--- src/rtl/tlsfp_pkg.sv ---
package tlsfp_pkg;
	// Octets carried per lane word; marker width follows from it
	localparam int WORD_OCTETS = 4;
	localparam int OCTET_W = 8;
	localparam int LANE_W = WORD_OCTETS * OCTET_W;
	// Alignment sequence length in multiframes, and where the config start sits
	localparam int ILA_MULTIFRAMES = 4;
	localparam logic [2:0] CFG_MULTIFRAME = 3'h1;
	// Control characters placed on the lanes
	localparam logic [7:0] CHAR_COMMA = 8'hBC;
	localparam logic [7:0] CHAR_LANE_START = 8'h1C;
	localparam logic [7:0] CHAR_ALIGN = 8'h7C;
	localparam logic [7:0] CHAR_CFG_START = 8'h9C;
	// Reset values of the user-facing outputs
	localparam logic STREAM_RESET_N_RST = 1'b0;
	localparam logic READY_RST = 1'b0;

	typedef enum logic [1:0] {
		TLSFP_CGS = 2'b00,
		TLSFP_ILA = 2'b01,
		TLSFP_DATA = 2'b11
	} tlsfp_state_e;
endpackage : tlsfp_pkg

--- src/rtl/tlsfp_framer.sv ---
// Functional notes
// Whole port runs on the core clock
// One active-low stream reset for all lanes
// Lane n payload sits in its 32-bit slice
// Each lane word goes out LSB byte first
// Ready high whenever a word is taken
// Source gives a new word each ready cycle
// Frame marks describe the next cycle's word
// Marks 0001/0010 give first-byte position
// Marks 0100/1000 give first-byte position
// Short frames set several marks at once
// Multiframe marks: same coding and timing
// Marks apply alike to every lane slice
// Far end holds sync low until aligned
// System reference comes from outside, synchronous; the framer has no system reference input
`timescale 1ns/1ps
module tlsfp_framer
	import tlsfp_pkg::*;
#(
	parameter int LANES = 2,
	parameter int F_OCTETS = 8,
	parameter int K_FRAMES = 4
) (
	// Clock and reset
	input wire logic ref_clk,
	input wire logic reset_n,
	// User payload side
	input wire logic [LANES*LANE_W-1:0] tx_payload,
	output logic payload_ready,
	output logic [WORD_OCTETS-1:0] frame_begin_marks,
	output logic [WORD_OCTETS-1:0] multiframe_begin_marks,
	output logic stream_reset_n,
	// Link side
	input wire logic sync_request_n,
	output logic [LANES*LANE_W-1:0] lane_data,
	output logic [LANES*WORD_OCTETS-1:0] lane_is_k
);
	localparam int MF_OCTETS = F_OCTETS * K_FRAMES;
	localparam int MF_W = $clog2(MF_OCTETS + 1);
	localparam logic [MF_W-1:0] MF_LAST = MF_W'(MF_OCTETS - 1);
	localparam logic [MF_W-1:0] WORD_STEP = MF_W'(WORD_OCTETS);
	localparam logic [2:0] ILA_LAST_MF = 3'(ILA_MULTIFRAMES - 1);

	// One alignment word; byte i is octet (oct + i) of multiframe mf
	function automatic logic [LANE_W+WORD_OCTETS-1:0] ila_word(input logic [MF_W-1:0] oct,
		input logic [2:0] mf);
		logic [LANE_W-1:0] d;
		logic [WORD_OCTETS-1:0] k;
		logic [MF_W-1:0] o;
		d = '0;
		k = '0;
		for (int i = 0; i < WORD_OCTETS; i++) begin
			o = oct + MF_W'(i);
			if (o == '0) begin
				d[i*OCTET_W +: OCTET_W] = CHAR_LANE_START;
				k[i] = 1'b1;
			end else if (o == MF_LAST) begin
				d[i*OCTET_W +: OCTET_W] = CHAR_ALIGN;
				k[i] = 1'b1;
			end else if (mf == CFG_MULTIFRAME && o == MF_W'(1)) begin
				d[i*OCTET_W +: OCTET_W] = CHAR_CFG_START;
				k[i] = 1'b1;
			end else begin
				d[i*OCTET_W +: OCTET_W] = OCTET_W'(o);
			end
		end
		return {k, d};
	endfunction : ila_word

	tlsfp_state_e state_reg;
	tlsfp_state_e state_next;
	logic [MF_W-1:0] ila_oct_reg;
	logic [MF_W-1:0] ila_oct_next;
	logic [2:0] ila_mf_reg;
	logic [2:0] ila_mf_next;
	logic ready_reg;
	logic ready_next;
	logic stream_reset_n_reg;
	logic stream_reset_n_next;
	logic [LANES*LANE_W-1:0] lane_data_reg;
	logic [LANES*LANE_W-1:0] lane_data_next;
	logic [LANES*WORD_OCTETS-1:0] lane_k_reg;
	logic [LANES*WORD_OCTETS-1:0] lane_k_next;
	logic [LANE_W+WORD_OCTETS-1:0] ila_now;
	logic ila_mf_end;

	// Link sequencing
	always_comb begin
		state_next = state_reg;
		ila_oct_next = ila_oct_reg;
		ila_mf_next = ila_mf_reg;
		case (state_reg)
			TLSFP_CGS: begin
				// Counters park at zero so every alignment run starts on octet 0
				ila_oct_next = '0;
				ila_mf_next = '0;
				if (sync_request_n) begin
					state_next = TLSFP_ILA;
				end
			end
			TLSFP_ILA: begin
				if (!sync_request_n) begin
					state_next = TLSFP_CGS;
				end else if (ila_mf_end) begin
					ila_oct_next = '0;
					ila_mf_next = ila_mf_reg + 3'h1;
					if (ila_mf_reg == ILA_LAST_MF) begin
						state_next = TLSFP_DATA;
					end
				end else begin
					ila_oct_next = ila_oct_reg + WORD_STEP;
				end
			end
			TLSFP_DATA: begin
				// Losing sync falls back to commas; the word taken on that edge still goes out
				if (!sync_request_n) begin
					state_next = TLSFP_CGS;
				end
			end
			default: begin
				state_next = TLSFP_CGS;
			end
		endcase
	end

	always_ff @(posedge ref_clk or negedge reset_n) begin
		if (!reset_n) begin
			state_reg <= TLSFP_CGS;
			ila_oct_reg <= '0;
			ila_mf_reg <= '0;
		end else begin
			state_reg <= state_next;
			ila_oct_reg <= ila_oct_next;
			ila_mf_reg <= ila_mf_next;
		end
	end

	// Ready is registered, so it must look one state ahead to match acceptance
	always_comb begin
		ready_next = (state_next == TLSFP_DATA);
		// User side is held in reset while the link has no alignment
		stream_reset_n_next = (state_next != TLSFP_CGS);
	end

	always_ff @(posedge ref_clk or negedge reset_n) begin
		if (!reset_n) begin
			ready_reg <= READY_RST;
			stream_reset_n_reg <= STREAM_RESET_N_RST;
		end else begin
			ready_reg <= ready_next;
			stream_reset_n_reg <= stream_reset_n_next;
		end
	end

	// Lane words; octet 0 of each slice is the first on the wire
	assign ila_now = ila_word(ila_oct_reg, ila_mf_reg);
	// Last alignment word of a multiframe; F*K must be a multiple of four
	assign ila_mf_end = (ila_oct_reg + WORD_STEP > MF_LAST);

	always_comb begin
		lane_data_next = '0;
		lane_k_next = '0;
		for (int n = 0; n < LANES; n++) begin
			case (state_reg)
				TLSFP_DATA: begin
					// No valid input: every ready cycle carries a fresh word
					lane_data_next[n*LANE_W +: LANE_W] = tx_payload[n*LANE_W +: LANE_W];
					lane_k_next[n*WORD_OCTETS +: WORD_OCTETS] = '0;
				end
				TLSFP_ILA: begin
					lane_data_next[n*LANE_W +: LANE_W] = ila_now[LANE_W-1:0];
					lane_k_next[n*WORD_OCTETS +: WORD_OCTETS] =
						ila_now[LANE_W+WORD_OCTETS-1:LANE_W];
				end
				default: begin
					lane_data_next[n*LANE_W +: LANE_W] = {WORD_OCTETS{CHAR_COMMA}};
					lane_k_next[n*WORD_OCTETS +: WORD_OCTETS] = '1;
				end
			endcase
		end
	end

	always_ff @(posedge ref_clk or negedge reset_n) begin
		if (!reset_n) begin
			lane_data_reg <= '0;
			lane_k_reg <= '0;
		end else begin
			lane_data_reg <= lane_data_next;
			lane_k_reg <= lane_k_next;
		end
	end

	// Both counters restart together, so multiframe marks always sit on frame marks
	// Marks restart whenever no word follows, so the first word after a gap is octet 0
	tlsfp_marks #(
		.LEN(F_OCTETS),
		.LEN_W(MF_W)
	) u_frame_marks (
		.ref_clk(ref_clk),
		.reset_n(reset_n),
		.restart(!ready_next),
		.advance(ready_next),
		.marks(frame_begin_marks)
	);

	tlsfp_marks #(
		.LEN(MF_OCTETS),
		.LEN_W(MF_W)
	) u_multiframe_marks (
		.ref_clk(ref_clk),
		.reset_n(reset_n),
		.restart(!ready_next),
		.advance(ready_next),
		.marks(multiframe_begin_marks)
	);

	assign payload_ready = ready_reg;
	assign stream_reset_n = stream_reset_n_reg;
	assign lane_data = lane_data_reg;
	assign lane_is_k = lane_k_reg;
endmodule : tlsfp_framer

--- src/rtl/tlsfp_marks.sv ---
`timescale 1ns/1ps
module tlsfp_marks
	import tlsfp_pkg::*;
#(
	parameter int LEN = 8,
	parameter int LEN_W = 12
) (
	// Clock and reset
	input wire logic ref_clk,
	input wire logic reset_n,
	// Control
	input wire logic restart,
	input wire logic advance,
	// Byte-position marks of the word after the current one
	output logic [WORD_OCTETS-1:0] marks
);
	localparam logic [LEN_W-1:0] LEN_VAL = LEN_W'(LEN);

	// Walks one word of octets; returns {position after word, start marks}
	function automatic logic [LEN_W+WORD_OCTETS-1:0] scan(input logic [LEN_W-1:0] p_in);
		logic [LEN_W-1:0] p;
		logic [WORD_OCTETS-1:0] m;
		p = p_in;
		m = '0;
		for (int i = 0; i < WORD_OCTETS; i++) begin
			m[i] = (p == '0);
			if (p == LEN_VAL - 1'b1) begin
				p = '0;
			end else begin
				p = p + 1'b1;
			end
		end
		return {p, m};
	endfunction : scan

	localparam logic [LEN_W+WORD_OCTETS-1:0] INIT_SCAN = scan('0);
	localparam logic [WORD_OCTETS-1:0] INIT_MARKS = INIT_SCAN[WORD_OCTETS-1:0];

	logic [LEN_W+WORD_OCTETS-1:0] step_scan;
	logic [LEN_W+WORD_OCTETS-1:0] next_scan;
	logic [LEN_W-1:0] pos_reg;
	logic [LEN_W-1:0] pos_next;
	logic [WORD_OCTETS-1:0] marks_reg;
	logic [WORD_OCTETS-1:0] marks_next;

	always_comb begin
		step_scan = scan(pos_reg);
		next_scan = scan(step_scan[LEN_W+WORD_OCTETS-1:WORD_OCTETS]);
		pos_next = pos_reg;
		marks_next = marks_reg;
		if (restart) begin
			pos_next = '0;
			marks_next = INIT_MARKS;
		end else if (advance) begin
			pos_next = step_scan[LEN_W+WORD_OCTETS-1:WORD_OCTETS];
			marks_next = next_scan[WORD_OCTETS-1:0];
		end
	end

	always_ff @(posedge ref_clk or negedge reset_n) begin
		if (!reset_n) begin
			pos_reg <= '0;
			marks_reg <= INIT_MARKS;
		end else begin
			pos_reg <= pos_next;
			marks_reg <= marks_next;
		end
	end

	assign marks = marks_reg;
endmodule : tlsfp_marks

--- config.mk ---
export PLATFORM = sky130hd
export DESIGN_NAME = tlsfp_framer
export DESIGN_NICKNAME = d
export VERILOG_FILES = /design/src/rtl/tlsfp_pkg.sv /design/src/rtl/tlsfp_framer.sv /design/src/rtl/tlsfp_marks.sv
export SDC_FILE = /design/constraint.sdc
export NUM_CORES = 1
export LEC_CHECK = 0
export ABC_AREA = 1
export CORE_UTILIZATION = 66
export CTS_BUF_LIST = sky130_fd_sc_hd__clkbuf_4 sky130_fd_sc_hd__clkbuf_8 sky130_fd_sc_hd__clkbuf_16
export CTS_CLUSTER_SIZE = 40
export DETAILED_ROUTE_END_ITERATION = 16
export DONT_BUFFER_PORTS = 1
export PLACE_DENSITY = 0.82
export SYNTH_ARGS = -nofsm -noshare
export SYNTH_HDL_FRONTEND = slang
export SYNTH_SLANG_ARGS = --single-unit
--- constraint.sdc ---
create_clock -name ref_clk -period 7.1 [get_ports ref_clk]
set_input_delay 1.065 -clock ref_clk [delete_from_list [all_inputs] [get_ports ref_clk]]
set_output_delay 1.065 -clock ref_clk [all_outputs]
set_load 0.1 [all_outputs]
==> results of run 1 <==
-- area by class of cell --
type                    count  area (um^2)
well taps                 105          131
inverters                 114          430
clock inverters             7         70.1
flip-flops and latches     99         2480
repair buffers              1         7.51
multi-input cells         522         2740
fillers                   639         2320
clock buffers               9          124
-- logic make-up (layout without fill, tap and decap cells) --
kind of cell,after synthesis,count (layout),synth area share
AOI/OAI and AO/OA,35,35,0.0350
adders and majority gates,25,25,0.0547
muxes,1,1,0.00175
DFF,99,99,0.434
and+or+nand+nor,451,451,0.368
xor gates and xnor gates,10,10,0.0193
buffers and inverters,129,131,0.0878
-- power by group through the flow --
| stage | Sequential [uW] | Clock (uW) | Combinational (uW) |
|---|---|---|---|
| after global placement | 756 | 0 | 26.0 |
| after CTS | 745 | 357 | 27.9 |
| after global routing | 747 | 382 | 33.2 |
| final | 745 | 350 | 28.1 |
| after floorplan | 741 | 0 | 35.4 |
| after detailed placement | 756 | 0 | 28.0 |
-- per-stage QoR --
stage / cell area (um^2) / setup slack (ns) / power [uW] / utilization / hold WS [ns]
finish: 5980 / 2.48 / 1120 / 0.721 / 0.381
global placement: 5790 / 2.75 / 782 / 0.698 / 0.500
CTS: 5980 / 2.48 / 1130 / 0.721 / 0.370
floorplan: 5720 / 2.96 / 776 / - / 0.484
detailed placement: 5790 / 2.51 / 784 / 0.698 / 0.516
global route: 5980 / 1.91 / 1160 / 0.721 / 0.359
-- Yosys cell counts --
master    instances  area, um^2
nor2_1          109         409
a21o_1            1        7.51
nor2_2           12        75.1
nand4_1          12        75.1
nor3_4            1        16.3
nand2_1         209         785
nand3_1          56         280
a21oi_1          19        95.1
nand3_2           7        70.1
or2_2             2        12.5
inv_1            90         338
a21oi_2           1        8.76
nand3_4           3        52.6
nand2_4           4        45.0
dfstp_2           2        52.6
o21ai_0           7        35.0
nand2_2          22         138
xnor2_1           2        17.5
o22ai_1           2        12.5
clkbuf_1          9        33.8
inv_4             1        6.26
o21bai_1          1        7.51
o21bai_4          1        18.8
and3b_1           1        8.76
ha_1             25         313
nand3b_4          1        20.0
dfrtp_1          97        2430
nand4_2           1        12.5
mux2i_1           1        10.0
xor2_2            3        48.8
o21ai_1           3        15.0
clkinv_1          2        7.51
nor3_1            5        25.0
nand4_4           1        21.3
buf_4             4        30.0
xor2_1            5        43.8
buf_1             2        7.51
inv_2            21        78.8
nor2_4            5        56.3
-- routing by layer --
layer,share of wire,GRT usage,up-vias
met3,0.072,0.0638,19
met4,0.015,0.0821,0
li1,-,-,2292
met5,0,0,-
met2,0.51,0.470,178
met1,0.41,0.316,2181
-- worst reg2reg max path, delay by kind of cell, from the launching register on --
kind	cells	cell delay, ns
fa+ha+maj	4	0.90
compound gates	3	0.44
simple gates	23	2.38
buf+inv	5	0.38
flops	1	0.46
-- cell usage in the layout, fill, tap and decap left out, types with 7 or more instances in the layout --
| cell type | netlist | layout |
|---|---|---|
| nand3_1 | 56 | 56 |
| nor2_2 | 12 | 12 |
| o21ai_0 | 7 | 7 |
| nand4_1 | 12 | 12 |
| inv_2 | 21 | 21 |
| a21oi_1 | 19 | 19 |
| dfrtp_1 | 97 | 93 |
| nand2_2 | 22 | 22 |
| inv_1 | 90 | 90 |
| nor2_1 | 109 | 109 |
| ha_1 | 25 | 25 |
| clkbuf_8 | 0 | 9 |
| nand3_2 | 7 | 7 |
| nand2_1 | 209 | 209 |
-- final timing paths --
kind	startpoint	to	slack, ns	cells after the start
max	u_multiframe_marks.pos_reg[0]	u_multiframe_marks.marks[3]	2.48	35
min	reset_n	u_frame_marks.marks[2]	0.38	0
max reg2reg	u_multiframe_marks.pos_reg[0]	u_multiframe_marks.marks[3]	2.48	35
min reg2reg	ila_mf_reg[0]	ila_mf_reg[0]	0.53	1
max in group asynchronous	reset_n	u_multiframe_marks.marks[0]	6.48	0
min in group ref_clk	ila_mf_reg[0]	ila_mf_reg[0]	0.53	1
==> summary.md, run 1 <==
| Metric | Value |
|---|---|
| Clock share of power | `0.312` |
| Outcome | `finished clean` |
| CP Class | `flop to flop` |
| Relative slew margins | `0.371` |
| Most common cell on crit path | `nor2_1` |
| Syn_nets | `842` |
| Netlist Area Pre-Place | `5720 um^2` |
| NetSw | `396 uW` |
| # IOs | `149` |
| Placed insts | `841` |
| Crit-path max cell delay | `0.46 ns` |
| Max-slew violation count | `0` |
| Register area share after synthesis | `0.434` |
| Core Box Area | `8300 um^2` |
| Worst-path fanout max | `7` |
| Residual DRC | `0` |
| Switching share of power | `0.353` |
| CTS tree | `done` |
| Aggregate global routing overflow | `0` |
| ANT nets after route | `0` |
| Final Hold Violating Endpoints | `0` |
| Largest delay share family, worst path | `simple AND/OR/NAND/NOR gates` |
| HPWL after DPL | `8.95 mm` |
| Vias in the first global route | `4,307` |
| CTS root buffer | `clkbuf_8` |
| Pleak | `0.00312 uW` |
| Worst-Skew Late Latency | `0.37 ns` |
| WL final | `11.7 mm` |
| Fmax | `0.216 GHz` |
| Post-Synthesis Cells | `750` |
| Hold WC Path Type | `input pin to asynchronous set/reset pin` |
| Cell internal pwr | `727 uW` |
| Die area | `9040 um^2` |
| Hold buffer count at cts | `0` |
| Initial antenna violation count | `0` |
| Yosys warns | `0` |
| Unrepaired setup endpoints after global routing | `no` |
| Seq cells post-synth | `99` |
| Critical path required time | `7.40 ns` |
| Worst setup EP type | `flop` |
| IR drop worst, VDD | `0.168 mV` |
| Pin count of the biggest net entering global routing | `100` |
| DR vias | `4,670` |
| Max FFs per register | `64` |
| Clock Tree Buf Depth | `2` |
| IO buf count | `0` |
| Flop pwr share | `0.663` |
| Clock sink total | `99` |
| Setup-failing EPs final | `0` |
| Final min period | `4.62 ns` |
| Fin nets | `839` |
| Die height | `95.1 um` |
| Final Wtd Congestion | `0.919` |
| Initial Util | `0.689` |
| Total negative slack | `0 ns` |
| Slowest cell on crit path | `dfrtp_1` |
| First-pass GRT wire length | `18.8 mm` |
| H-tree levels | `3` |
| Post-CTS Setup Bufs | `0` |
| Clk slew on worst S/H paths | `0.10 ns` |
| Unique masters post-synth | `39` |
| CTS Buf Count | `9` |
| CTS resizes | `0` |
| Mean routed wirelength per cell | `13.7 um` |
| CP bufs+invs | `5` |
| Via density | `5.45` |
| PwrDens | `188 nW/um^2` |
| Tot GR Track Use | `0.265` |
| Kind of start point of the critical path | `flop` |
| Ant. Diodes | `0` |
| Synth-to-Final Area Change | `4.66%` |
| Max_cap viols | `0` |
| Post-Syn Area per Cell | `7.62 um^2` |
| Worst Tran Pin Value | `0.947 ns` |
| DRT iter0 DRCs | `211` |
| Skew final | `0.0116 ns` |
| Data arrival, critical path | `4.92 ns` |
| Layout cells sized above 1 | `0.145` |
| Comb pwr share | `0.025` |
| Die X-Extent | `95.1 um` |
| Final Cycle Share | `0.651` |
| TritonRoute pass-1 iters | `5` |
| # rows | `33` |
| Finished Layout Cells | `857` |
Power figures use the tool's default switching activity.
==> run 2, diff against run 1 <==
ABC_AREA = 0   (was 1)
CORE_UTILIZATION = 64   (was 66)
PLACE_DENSITY = 0.8   (was 0.82)
clock period = 4.4 ns   (was 7.1 ns; I/O delays follow)
==> run 2 against run 1 <==
Against the previous run: the flow now finishes with violations (setup timing); sequential power increased by 61%; utilization rose by 5.5 points; highest routed layer unchanged; via count decreased by 3.4%; first-iteration DRC count is 40% higher; area after synthesis shrank 3.5%; largest cell class unchanged; design area increased by 7.7%; critical endpoint unchanged.
==> summary.md, run 2 <==
| Metric | Value |
|---|---|
| Outcome | `finished, violations left (was finished clean)` |
| Failing checks | `setup timing` |
| Setup ws final | `-0.220 ns (was 2.48 ns)` |
| Synth-to-Final Area Change | `16.8% (was 4.66%)` |
| WL final | `13.8 mm (was 11.7 mm)` |
| Unrepaired setup endpoints after global routing | `yes (was no)` |
| Die height | `94.9 um (was 95.1 um)` |
| Most common cell in the synthesized netlist | `dfrtp_1 (was nand2_1)` |
| Relative slew margins | `0.289 (was 0.371)` |
| Die X-Extent | `94.9 um (was 95.1 um)` |
| DRT iter0 DRCs | `295 (was 211)` |
| Worst r2r src | `u_multiframe_marks.pos_reg[0] (unchanged)` |
| Syn_nets | `670 (was 842)` |
| Clk slew on worst S/H paths | `0.11 ns (was 0.10 ns)` |
| Setup-failing EPs final | `2 (was 0)` |
| Met1 Resource Use GR | `0.379 (was 0.316)` |
| CTS root buffer | `clkbuf_8 (unchanged)` |
| Tot GR Track Use | `0.310 (was 0.265)` |
| Aggregate global routing overflow | `0 (unchanged)` |
| Placed insts | `703 (was 841)` |
| Worst setup EP type | `flop (unchanged)` |
| PwrDens | `289 nW/um^2 (was 188 nW/um^2)` |
| Fin nets | `715 (was 839)` |
| Post-Place Setup Slack | `-0.162 ns (was 2.51 ns)` |
| Worst R2R Path Depth | `25 (was 35)` |
| Register area share after synthesis | `0.449 (was 0.434)` |
| Via density | `6.15 (was 5.45)` |
| M2 GR Usage | `0.536 (was 0.470)` |
| Most common cell after layout, fill and taps aside | `dfrtp_1 (was nand2_1)` |
| Data arrival, critical path | `4.89 ns (was 4.92 ns)` |
| Residual DRC | `0 (unchanged)` |
| Yosys warns | `0 (unchanged)` |
| Final min period | `4.62 ns (about the same)` |
| Pleak | `0.00302 uW (was 0.00312 uW)` |
| Placed cell areas | `5990 um^2 (was 5790 um^2)` |
| Async set or reset register ratio after synthesis | `1.00 (unchanged)` |
| Total negative slack | `-0.385 ns (was 0 ns)` |
| Worst reg2reg endpoint | `u_multiframe_marks.marks[3] (unchanged)` |
| Grt peak-use layer | `met2 (unchanged)` |
| CTS tree | `done (unchanged)` |
| Layout cells sized above 1 | `0.229 (was 0.145)` |
| Pin count of the biggest net entering global routing | `98 (was 100)` |
| Max_cap viols | `0 (unchanged)` |
| Vias in the first global route | `4,501 (was 4,307)` |
| Hold WC Path Type | `input pin to asynchronous set/reset pin (unchanged)` |
| Number of flops mapped to enable cells by yosys | `0 (unchanged)` |
| Fmax | `0.216 GHz (about the same)` |
| # rows | `33 (unchanged)` |
| Kind of start point of the critical path | `flop (unchanged)` |
| IR drop worst, VDD | `0.277 mV (was 0.168 mV)` |
| Post-Synthesis Cells | `578 (was 750)` |
| DR vias | `4,513 (was 4,670)` |
| Unique masters post-synth | `70 (was 39)` |
| Worst-path fanout max | `6 (was 7)` |
| # IOs | `149 (unchanged)` |
| Post-Syn Area per Cell | `9.55 um^2 (was 7.62 um^2)` |
| Final Wtd Congestion | `0.895 (was 0.919)` |
| R2R Setup Slk | `-0.22 ns (was 2.48 ns)` |
| Netlist Area Pre-Place | `5520 um^2 (was 5720 um^2)` |
| Most frequent cells in the layout | `dfrtp_1, buf_4, nand2_1 (was nand2_1, nor2_1, dfrtp_1)` |
| IO buf count | `0 (unchanged)` |
| Main synth FF type | `dfrtp_1 (unchanged)` |
| Initial Util | `0.665 (was 0.689)` |
| ANT nets after route | `0 (unchanged)` |
| Initial antenna violation count | `1 (was 0)` |
| Fin area | `6440 um^2 (was 5980 um^2)` |
| TritonRoute pass-1 iters | `5 (unchanged)` |
| Final Hold Violating Endpoints | `0 (unchanged)` |
| Finished Layout Cells | `734 (was 857)` |
| Clock sink total | `99 (unchanged)` |
| Post-synth top cells | `dfrtp_1, nand2_1, nor2_1 (was nand2_1, nor2_1, dfrtp_1)` |
| Worst-Skew Late Latency | `0.37 ns (about the same)` |
| Max FFs per register | `64 (unchanged)` |
| Mean routed wirelength per cell | `18.7 um (was 13.7 um)` |
| Clock Tree Buf Depth | `2 (unchanged)` |
| Top post-synthesis cells by area | `dfrtp_1, ha_1, nand2_1, o21ai_0, xnor2_1 (was dfrtp_1, nand2_1, nor2_1, inv_1, ha_1)` |
| Worst Tran Pin Value | `1.07 ns (was 0.947 ns)` |
| CP Class | `flop to flop (unchanged)` |
| Skew final | `0.0122 ns (was 0.0116 ns)` |
| Grt met3 use | `0.0676 (was 0.0638)` |
| First-pass GRT wire length | `21.3 mm (was 18.8 mm)` |
| H-tree levels | `3 (unchanged)` |
| CTS Buf Count | `9 (unchanged)` |
| Core Box Area | `8300 um^2 (unchanged)` |
| Critical path required time | `4.67 ns (was 7.40 ns)` |
| Cell taking the most area after synthesis | `dfrtp_1 (unchanged)` |
| Max-slew violation count | `0 (unchanged)` |
| Die area | `9000 um^2 (was 9040 um^2)` |
| Final Cycle Share | `1.05 (was 0.651)` |
| Share of Yosys cell area claimed by the top area cell type | `0.440 (was 0.425)` |
| Seq cells post-synth | `99 (unchanged)` |
| HPWL after DPL | `9.72 mm (was 8.95 mm)` |
| Critical path origin | `u_multiframe_marks.pos_reg[0] (unchanged)` |
| Worst hold margin | `0.116 ns (was 0.381 ns)` |
## run 2: cell count changes after synthesis, moves of 17 or more
cell     delta
nand3_1    -35
xnor2_1    +17
nand2_2    -22
inv_1      -57
inv_2      -20
o21ai_0    +28
nand2_1   -153
nor2_1     -71
a21o_1     +18
## run 2: worst max path at each step
stage                                  endpoint  slack (ns)  cells past startpoint
CTS                 u_multiframe_marks.marks[3]       -0.07                     27
global route        u_multiframe_marks.marks[3]       -0.44                     25
global placement    u_multiframe_marks.marks[3]        0.03                     27
finish              u_multiframe_marks.marks[3]       -0.22                     25
floorplan           u_multiframe_marks.marks[3]       -0.27                     29
detailed placement  u_multiframe_marks.marks[3]       -0.16                     27
## run 2: logic make-up after synthesis
group | Yosys count | synth area share
flops | 99 | 0.449
compound gates | 141 | 0.178
fa+ha+maj | 25 | 0.0567
simple gates | 207 | 0.194
xor+xnor | 32 | 0.0571
buf+inv | 68 | 0.0524
mux | 6 | 0.0118
## run 2: metrics by stage
stage               total power, uW  utilization
global route                   1920        0.776
CTS                            1870        0.768
finish                         1860        0.776
detailed placement             1270        0.722
floorplan                      1250            -
global placement               1260        0.722
## run 2: worst max-delay path, cell delays in order, from the launching register on
cell	delay (ns)
dfrtp_1	0.41
buf_6	0.13
and3b_1	0.18
o211a_1	0.23
o221a_4	0.29
or2_4	0.25
inv_4	0.06
ha_4	0.12
inv_2	0.04
nor2_4	0.09
nand2b_1	0.09
or4_4	0.43
and2_4	0.16
ha_4	0.16
nand2b_4	0.08
nor4_4	0.04
a21oi_2	0.24
nor2_2	0.08
ha_1	0.33
nor2_2	0.16
nand2_1	0.07
o21a_1	0.18
or2_1	0.23
a31oi_1	0.13
o21ai_1	0.10
o2111a_1	0.23
## run 2: what timing repair did
item	in CTS	in global routing
hold buffers	1	0
hold endpoints to repair	97	0
setup buffers	12	1
endpoints found under the setup margin	2	6
gates resized for setup	13	14
pin swaps	11	7
## run 2: per-layer routing
layer / up-vias / wire length (um)
met3: 29 / 641
met1: 2220 / 5600
met5: - / 0
met2: 156 / 7130
met4: 0 / 376
li1: 2108 / -
## run 2: area by class of cell
| class | instances | area (um^2) |
|---|---|---|
| inverter | 34 | 130 |
| clock inverter | 7 | 87.6 |
| multi-input combinational | 411 | 2940 |
| fill | 548 | 1860 |
| tap | 105 | 131 |
| timing repair buffer | 68 | 534 |
| sequential | 99 | 2490 |
| clock buffer | 9 | 124 |
| antenna | 1 | 2.50 |
## run 2: where the power goes
part | leakage [uW] | total (uW) | switching (uW) | internal [uW]
combinational | 0.00169 | 64.7 | 43.3 | 21.5
clock | 0.000102 | 596 | 366 | 230
sequential | 0.00122 | 1200 | 266 | 936
